File: config.mk
export PLATFORM = sky130hd
export DESIGN_NAME = imp_ctrl
export DESIGN_NICKNAME = d
export VERILOG_FILES = /design/src/logic/imp_pkg.sv /design/src/logic/imp_sel_if.sv /design/src/logic/imp_prio_sel.sv /design/src/logic/imp_ctrl.sv
export VERILOG_INCLUDE_DIRS = /design/src /design/src/logic
export SDC_FILE = /design/constraint.sdc
export NUM_CORES = 1
export LEC_CHECK = 0
export ABC_CLOCK_PERIOD_IN_PS = 2460
export BUFFER_PORTS_ARGS = -buffer_cell sky130_fd_sc_hd__buf_2
export CAP_MARGIN = 20
export CELL_PAD_IN_SITES_DETAIL_PLACEMENT = 0
export CELL_PAD_IN_SITES_GLOBAL_PLACEMENT = 1
export CORE_MARGIN = 2
export CORE_UTILIZATION = 32
export CTS_BUF_LIST = sky130_fd_sc_hd__clkbuf_4
export DETAILED_ROUTE_END_ITERATION = 16
export GPL_ROUTABILITY_DRIVEN = 0
export GPL_TIMING_DRIVEN = 0
export PLACE_DENSITY_LB_ADDON = 0.12
export SLEW_MARGIN = 15
export SYNTH_ARGS = -nofsm -noshare
export SYNTH_HDL_FRONTEND = slang
export SYNTH_SLANG_ARGS = --single-unit
export TNS_END_PERCENT = 30
File: constraint.sdc
create_clock -name core_clk -period 2.46 [get_ports core_clk]
set_input_delay 0.492 -clock core_clk [delete_from_list [all_inputs] [get_ports core_clk]]
set_output_delay 0.492 -clock core_clk [all_outputs]
set_load 0.02 [all_outputs]
File: src/logic/imp_consts.svh
// constants for the interrupt mask and priority controller
// assumes inclusion by bare name from logic/ and verif/ files
`ifndef IMP_CONSTS_SVH
`define IMP_CONSTS_SVH
`define IMP_NSRC 10
`define IMP_VEC_W 8
`define IMP_ADDR_W 24
`define IMP_VEC_NONE 8'h00
`define IMP_VEC_NMI 8'h07
`define IMP_VEC_ABRK 8'h11
`define IMP_VEC_CMIA 8'h44
`define IMP_VEC_CMIB 8'h45
`define IMP_VEC_OVF 8'h46
`define IMP_VEC_ERI 8'h50
`define IMP_VEC_RXI 8'h51
`define IMP_VEC_TXI 8'h52
`define IMP_VEC_TEI 8'h53
`define IMP_VEC_USBA 8'h6c
`define IMP_VEC_USBB 8'h6d
`define IMP_VEC_USBC 8'h6e
`define IMP_ADDR_SHIFT 2
`define IMP_LVL_B_BIT 2
`define IMP_LVL_C_SER_BIT 7
`define IMP_LVL_C_USB_BIT 0
`endif

File: src/logic/imp_pkg.sv
// types for the interrupt mask and priority controller
// assumes imp_consts.svh sits alongside
package imp_pkg;
  typedef enum logic {IMP_MODE0, IMP_MODE1} imp_mode_t;
  typedef enum logic [1:0] {IMP_IDLE, IMP_RESOLVE, IMP_PRESENT} imp_state_t;
endpackage : imp_pkg

File: src/logic/imp_sel_if.sv
// carries mask-qualified requests and the resolved pick
// assumes one clock domain, joined inside imp_ctrl
`timescale 1ns/100ps
interface imp_sel_if #(parameter int N = 10);
  logic [N-1:0] req;
  logic [N-1:0] lvl;
  logic found;
  logic [$clog2(N)-1:0] idx;
  modport ctrl (output req, output lvl, input found, input idx);
  modport sel (input req, input lvl, output found, output idx);
endinterface : imp_sel_if

File: src/logic/imp_prio_sel.sv
// fixed-order priority pick, level 1 first then index order
// assumes index 0 is the highest default priority
`timescale 1ns/100ps
module imp_prio_sel #(parameter int N = 10) (
  imp_sel_if.sel s
);
  logic [N-1:0] hi;
  assign hi = s.req & s.lvl;
  always_comb begin
    s.found = 1'b0;
    s.idx = '0;
    for (int i = N - 1; i >= 0; i--) begin
      if (hi[i]) begin
        s.found = 1'b1;
        s.idx = i[$clog2(N)-1:0];
      end
    end
    if (hi == '0) begin
      for (int i = N - 1; i >= 0; i--) begin
        if (s.req[i]) begin
          s.found = 1'b1;
          s.idx = i[$clog2(N)-1:0];
        end
      end
    end
  end
endmodule : imp_prio_sel

File: src/logic/imp_ctrl.sv
// interrupt mask, level and default priority controller
// assumes sources hold requests until serviced; sync inputs
`timescale 1ns/100ps
`include "imp_consts.svh"

module imp_ctrl #(
  parameter int N = `IMP_NSRC
) (
  input wire logic core_clk,
  input wire logic rstn,
  input wire logic standby,
  input wire logic irq_mode_sel_hi,
  input wire logic irq_mode_sel_lo,
  input wire logic cpu_mask_bit,
  input wire logic cpu_user_mask_bit,
  input wire logic level_reg_b_bit2,
  input wire logic level_reg_c_bit7,
  input wire logic level_reg_c_bit0,
  input wire logic nmi_irq,
  input wire logic addr_break_irq,
  input wire logic timer1_match_a_irq,
  input wire logic timer1_match_b_irq,
  input wire logic timer1_overflow_irq,
  input wire logic serial_rx_error_irq,
  input wire logic serial_rx_done_irq,
  input wire logic serial_tx_empty_irq,
  input wire logic serial_tx_end_irq,
  input wire logic usb_irq_a,
  input wire logic usb_irq_b,
  input wire logic usb_irq_c,
  input wire logic cpu_ack,
  output logic irq_req_q,
  output logic [`IMP_VEC_W-1:0] vec_num_q,
  output logic [`IMP_ADDR_W-1:0] vec_addr_q,
  output logic mode_q
);
  // ****************************************************
  // source mapping
  // ****************************************************
  localparam int IW = $clog2(N);
  logic [N-1:0] src_req;
  logic [N-1:0] src_lvl;
  logic [`IMP_VEC_W-1:0] vec_tab [N];
  logic [N-1:0] accept;
  imp_pkg::imp_mode_t mode;
  imp_pkg::imp_state_t state_q;
  logic nmi_q;
  logic abrk_q;

  assign src_req = {usb_irq_c, usb_irq_b, usb_irq_a,
    serial_tx_end_irq, serial_tx_empty_irq, serial_rx_done_irq,
    serial_rx_error_irq, timer1_overflow_irq, timer1_match_b_irq,
    timer1_match_a_irq};
  assign src_lvl = {{3{level_reg_c_bit0}}, {4{level_reg_c_bit7}},
    {3{level_reg_b_bit2}}};
  assign vec_tab[0] = `IMP_VEC_CMIA;
  assign vec_tab[1] = `IMP_VEC_CMIB;
  assign vec_tab[2] = `IMP_VEC_OVF;
  assign vec_tab[3] = `IMP_VEC_ERI;
  assign vec_tab[4] = `IMP_VEC_RXI;
  assign vec_tab[5] = `IMP_VEC_TXI;
  assign vec_tab[6] = `IMP_VEC_TEI;
  assign vec_tab[7] = `IMP_VEC_USBA;
  assign vec_tab[8] = `IMP_VEC_USBB;
  assign vec_tab[9] = `IMP_VEC_USBC;

  // ****************************************************
  // mode and mask
  // ****************************************************
  // two modes only
  assign mode = irq_mode_sel_lo ? imp_pkg::IMP_MODE1 : imp_pkg::IMP_MODE0;

  always_comb begin
    accept = '0;
    if (!cpu_mask_bit) begin
      accept = src_req;
    end else if (mode == imp_pkg::IMP_MODE1 && !cpu_user_mask_bit) begin
      accept = src_req & src_lvl;
    end
  end

  imp_sel_if #(.N(N)) sif ();
  assign sif.req = accept;
  assign sif.lvl = src_lvl;
  imp_prio_sel #(.N(N)) u_sel (
    .s(sif.sel)
  );

  // ****************************************************
  // presentation
  // ****************************************************
  always_ff @(posedge core_clk) begin
    if (!rstn) begin
      mode_q <= 1'b0;
    end else begin
      mode_q <= (mode == imp_pkg::IMP_MODE1);
    end
  end

  always_ff @(posedge core_clk) begin
    if (!rstn || standby) begin
      nmi_q <= 1'b0;
      abrk_q <= 1'b0;
    end else begin
      nmi_q <= nmi_irq;
      abrk_q <= addr_break_irq;
    end
  end

  always_ff @(posedge core_clk) begin
    if (!rstn || standby) begin
      state_q <= imp_pkg::IMP_IDLE;
      irq_req_q <= 1'b0;
      vec_num_q <= `IMP_VEC_NONE;
      vec_addr_q <= '0;
    end else begin
      case (state_q)
        imp_pkg::IMP_IDLE: begin
          irq_req_q <= 1'b0;
          if (nmi_irq || addr_break_irq || sif.found) begin
            state_q <= imp_pkg::IMP_RESOLVE;
          end
        end
        imp_pkg::IMP_RESOLVE: begin
          if (nmi_q) begin
            vec_num_q <= `IMP_VEC_NMI;
            vec_addr_q <= {{(`IMP_ADDR_W-`IMP_VEC_W-`IMP_ADDR_SHIFT){1'b0}},
              `IMP_VEC_NMI, 2'b00};
            irq_req_q <= 1'b1;
            state_q <= imp_pkg::IMP_PRESENT;
          end else if (abrk_q) begin
            vec_num_q <= `IMP_VEC_ABRK;
            vec_addr_q <= {{(`IMP_ADDR_W-`IMP_VEC_W-`IMP_ADDR_SHIFT){1'b0}},
              `IMP_VEC_ABRK, 2'b00};
            irq_req_q <= 1'b1;
            state_q <= imp_pkg::IMP_PRESENT;
          end else if (sif.found) begin
            vec_num_q <= vec_tab[sif.idx];
            vec_addr_q <= {{(`IMP_ADDR_W-`IMP_VEC_W-`IMP_ADDR_SHIFT){1'b0}},
              vec_tab[sif.idx], 2'b00};
            irq_req_q <= 1'b1;
            state_q <= imp_pkg::IMP_PRESENT;
          end else begin
            state_q <= imp_pkg::IMP_IDLE;
          end
        end
        imp_pkg::IMP_PRESENT: begin
          if (cpu_ack) begin
            irq_req_q <= 1'b0;
            state_q <= imp_pkg::IMP_IDLE;
          end
        end
        default: begin
          state_q <= imp_pkg::IMP_IDLE;
        end
      endcase
    end
  end
endmodule : imp_ctrl

==> impl_metrics.yaml <==
global_routing:
  grt_max_degree: 11
  track_usage_pct: 14.39
  gr-total-overflow: 0
  antenna_found_initial: 0
  grt_pass1_vias: 1264
  grt_pass1_wl_um: 5789
clocking:
  tritoncts: "built"
  cts-buffers-inserted: 3
  cts.sinks: 12
  ctsHtreeMaxLevel: 1
  clock_path_buffers: 2
  insertion_delay_ns: 0.29
  clk_pin_slew_ns: 0.08
  hold_buffers: 0
  cts_root_buf: "clkbuf_4"
logic_synthesis:
  synth_area_sq_mm: 0.001400
  ys_warn_count: 0
  ys.flop_type: "dfxtp_1"
  yosysUniqueCellTypes: 55
  synth-seq-cells: 12
  avgSynthCellArea_sq_um: 8.334
  synth_edf_count: 0
  async_flop_share_pct: 0
  synth_cells: 168
  synth-seq-area-share_pct: 17.16
drt:
  firstDrtPassIters: 5
  viasPerCell: 5.000
  wl_per_cell_um: 12.57
  initialDrtViolationCount: 30
  routed_wl_um: 3482
  ant_nets: 0
  dr_total_vias: 1385
  drcViolationCount: 0
layout:
  final_core_util_pct: 41.05
  antenna_cells: 0
  register_area_sq_um: 240.2
  area_growth_pct: 25.92
  fin_nets: 253
  layout-drive-gt1-share_pct: 41.33
  final_cells: 277
  multi_input_area_sq_um: 991.0
  fill_cells: 465
  mostFrequentLayoutCells: "buf_2 (35), buf_4 (27), conb_1 (18), dfxtp_1 (12)"
  layout_commonest_cell: "buf_2"
floorplan:
  core_area_sq_mm: 0.004294
  fp.dieH_um: 70.15
  fp.dieArea_sq_mm: 0.004920
  initial_core_util_pct: 32.60
  die_x_um: 70.15
  ios: 57
  num_rows: 24
power_and_ir_drop:
  power.density_mw_per_mm2: 353.2
  vdd.ir_drop.worst_uv: 135.5
  leakage_nw: 0.8141
worst_setup_path:
  crit_arrival_ns: 2.49
  r2r_cells: 4
  timing.rr.end: "vec_addr_q[2]$_SDFFE_PP0P_"
  cp_max_fo: 7
  crit_path_start_kind: "primary input"
  crit_required_ns: 2.64
  cp-end-kind: "register"
  reg2reg_slack_ns: 0.96
  r2r_start: "state_q[1]$_SDFFE_PP0P_"
  crit_type: "primary input to register"
  startpoint: "serial_tx_end_irq"
  crit_end: "vec_addr_q[3]$_SDFFE_PP0P_"
run_status:
  status: "finished clean"
timing:
  rsz0062_at_grt: "yes"
  slew_headroom_pct: 51.76
  hold_viol_final: 0
  period_share_pct: 94.01
  clock.fmax_mhz: 432.4
  worstMarginPinSlew_ns: 0.7236
  finClkSkew_ns: 0.005825
  fin_crit_ns: 2.313
  slew_viol_final: 0
  timing.setup.tns_ns: 0
  setup_viol: 0
run:
  cap_violations: 0
placed_design:
  hpwl_um: 2812
  dp.cells: 272
  io_buffers: 35
hold_path:
  min_path_type: "primary input to register"
==> synthesized netlist by cell type (2+ instances only) <==
cell type,instances,area (sq um)
o31ai_4,2,42.54
o22ai_1,4,25.02
inv_1,7,26.28
nand3_1,2,10.01
nor3_1,4,20.02
nand3b_1,3,22.52
nand2_1,11,41.29
a21o_1,2,15.01
a221oi_1,2,17.52
ha_1,4,50.05
and2_1,5,31.28
a21oi_1,12,60.06
nor2_1,7,26.28
a21boi_0,3,22.52
o21ai_0,12,60.06
a22oi_1,3,22.52
dfxtp_1,12,240.2
buf_6,2,22.52
and3_1,2,12.51
buf_4,26,195.2
nor2b_1,2,12.51
o31ai_1,2,15.01
or3_1,2,12.51
nand2b_1,3,18.77
a21oi_2,2,17.52
a31oi_1,3,18.77
==> through the flow <==
step / setup WS [ns] / hold slack (ns) / area (sq um) / power (mW)
finish: 0.1474 / 0.4247 / 1763 / 0.6227
global route: -0.006861 / 0.4280 / 1763 / 0.6643
CTS: 0.05213 / 0.4252 / 1738 / 0.6181
detailed placement: -0.3371 / 0.4978 / 1704 / 0.4812
global placement: -0.3350 / 0.4826 / 1704 / 0.4793
floorplan: 0.04618 / 0.4667 / 1464 / 0.4105
==> flip-flops by register name, indices dropped and copies added, names as in the netlist <==
signal / cells
vec_addr_q: 6
state_q: 2
abrk_q: 1
irq_req_q: 1
mode_q: 1
nmi_q: 1
==> layout make-up <==
| type | instances | share of cell area (%) |
|---|---|---|
| sequential | 12 | 13.63 |
| clock buffer | 3 | 1.278 |
| buffer | 29 | 13.13 |
| timing repair buffer | 36 | 10.36 |
| clock inverter | 1 | 0.2129 |
| tap | 52 | 3.691 |
| inverter | 7 | 1.490 |
| multi-input combinational | 137 | 56.21 |
==> report_power, final <==
part	switching [mW]	internal (mW)	total (mW)
registers	0.00480	0.201	0.206
clock network	0.0758	0.0590	0.135
logic	0.166	0.116	0.282
==> critical path, cell delays in order <==
cell and delay [ns]:
buf_2 0.14, o41ai_4 0.41, a32oi_4 0.22, a21oi_1 0.20, o21ai_2 0.10, and2_1 0.16
ha_1 0.18, or3_1 0.38, a21oi_2 0.14, o31ai_2 0.07
==> logic make-up after synthesis <==
kind of cell             count (synthesis)  synth area share [%]
other                                    1                0.2678
buffers and inverters                   36                 18.41
multiplexers                             1                0.8042
flip-flops                              12                 17.16
AND/OR/NAND/NOR                         50                 21.45
adder cells (fa/ha/maj)                  4                 3.575
AO/OA/AOI/OAI                           64                 38.34
==> per-layer routing <==
layer | wire length, um | GRT usage [%] | share of wire (%)
met4 | 89 | 6.410 | 2.6
met5 | 0 | 0 | 0
met2 | 1685 | 24.23 | 48
met3 | 194 | 2.453 | 5.6
met1 | 1512 | 17.91 | 43
==> worst min-delay path by stage <==
stage | slack [ns] | end | start | depth (start not counted)
CTS | 0.43 | nmi_q$_SDFF_PP0_ | nmi_irq | 2
detailed placement | 0.50 | irq_req_q$_SDFFE_PP0P_ | irq_req_q$_SDFFE_PP0P_ | 2
global route | 0.43 | nmi_q$_SDFF_PP0_ | nmi_irq | 2
floorplan | 0.47 | irq_req_q$_SDFFE_PP0P_ | state_q[0]$_SDFFE_PP0P_ | 2
finish | 0.42 | nmi_q$_SDFF_PP0_ | nmi_irq | 2
global placement | 0.48 | irq_req_q$_SDFFE_PP0P_ | irq_req_q$_SDFFE_PP0P_ | 2
==> timing repair <==
| item | 4_1_cts | 5_1_grt |
|---|---|---|
| resized for setup | 2 | 5 |
| pin swaps | 0 | 2 |
| buffers inserted | 0 | 1 |
| setup endpoints to repair | 2 | 4 |
Note: power is estimated with default switching activity, not from simulation.
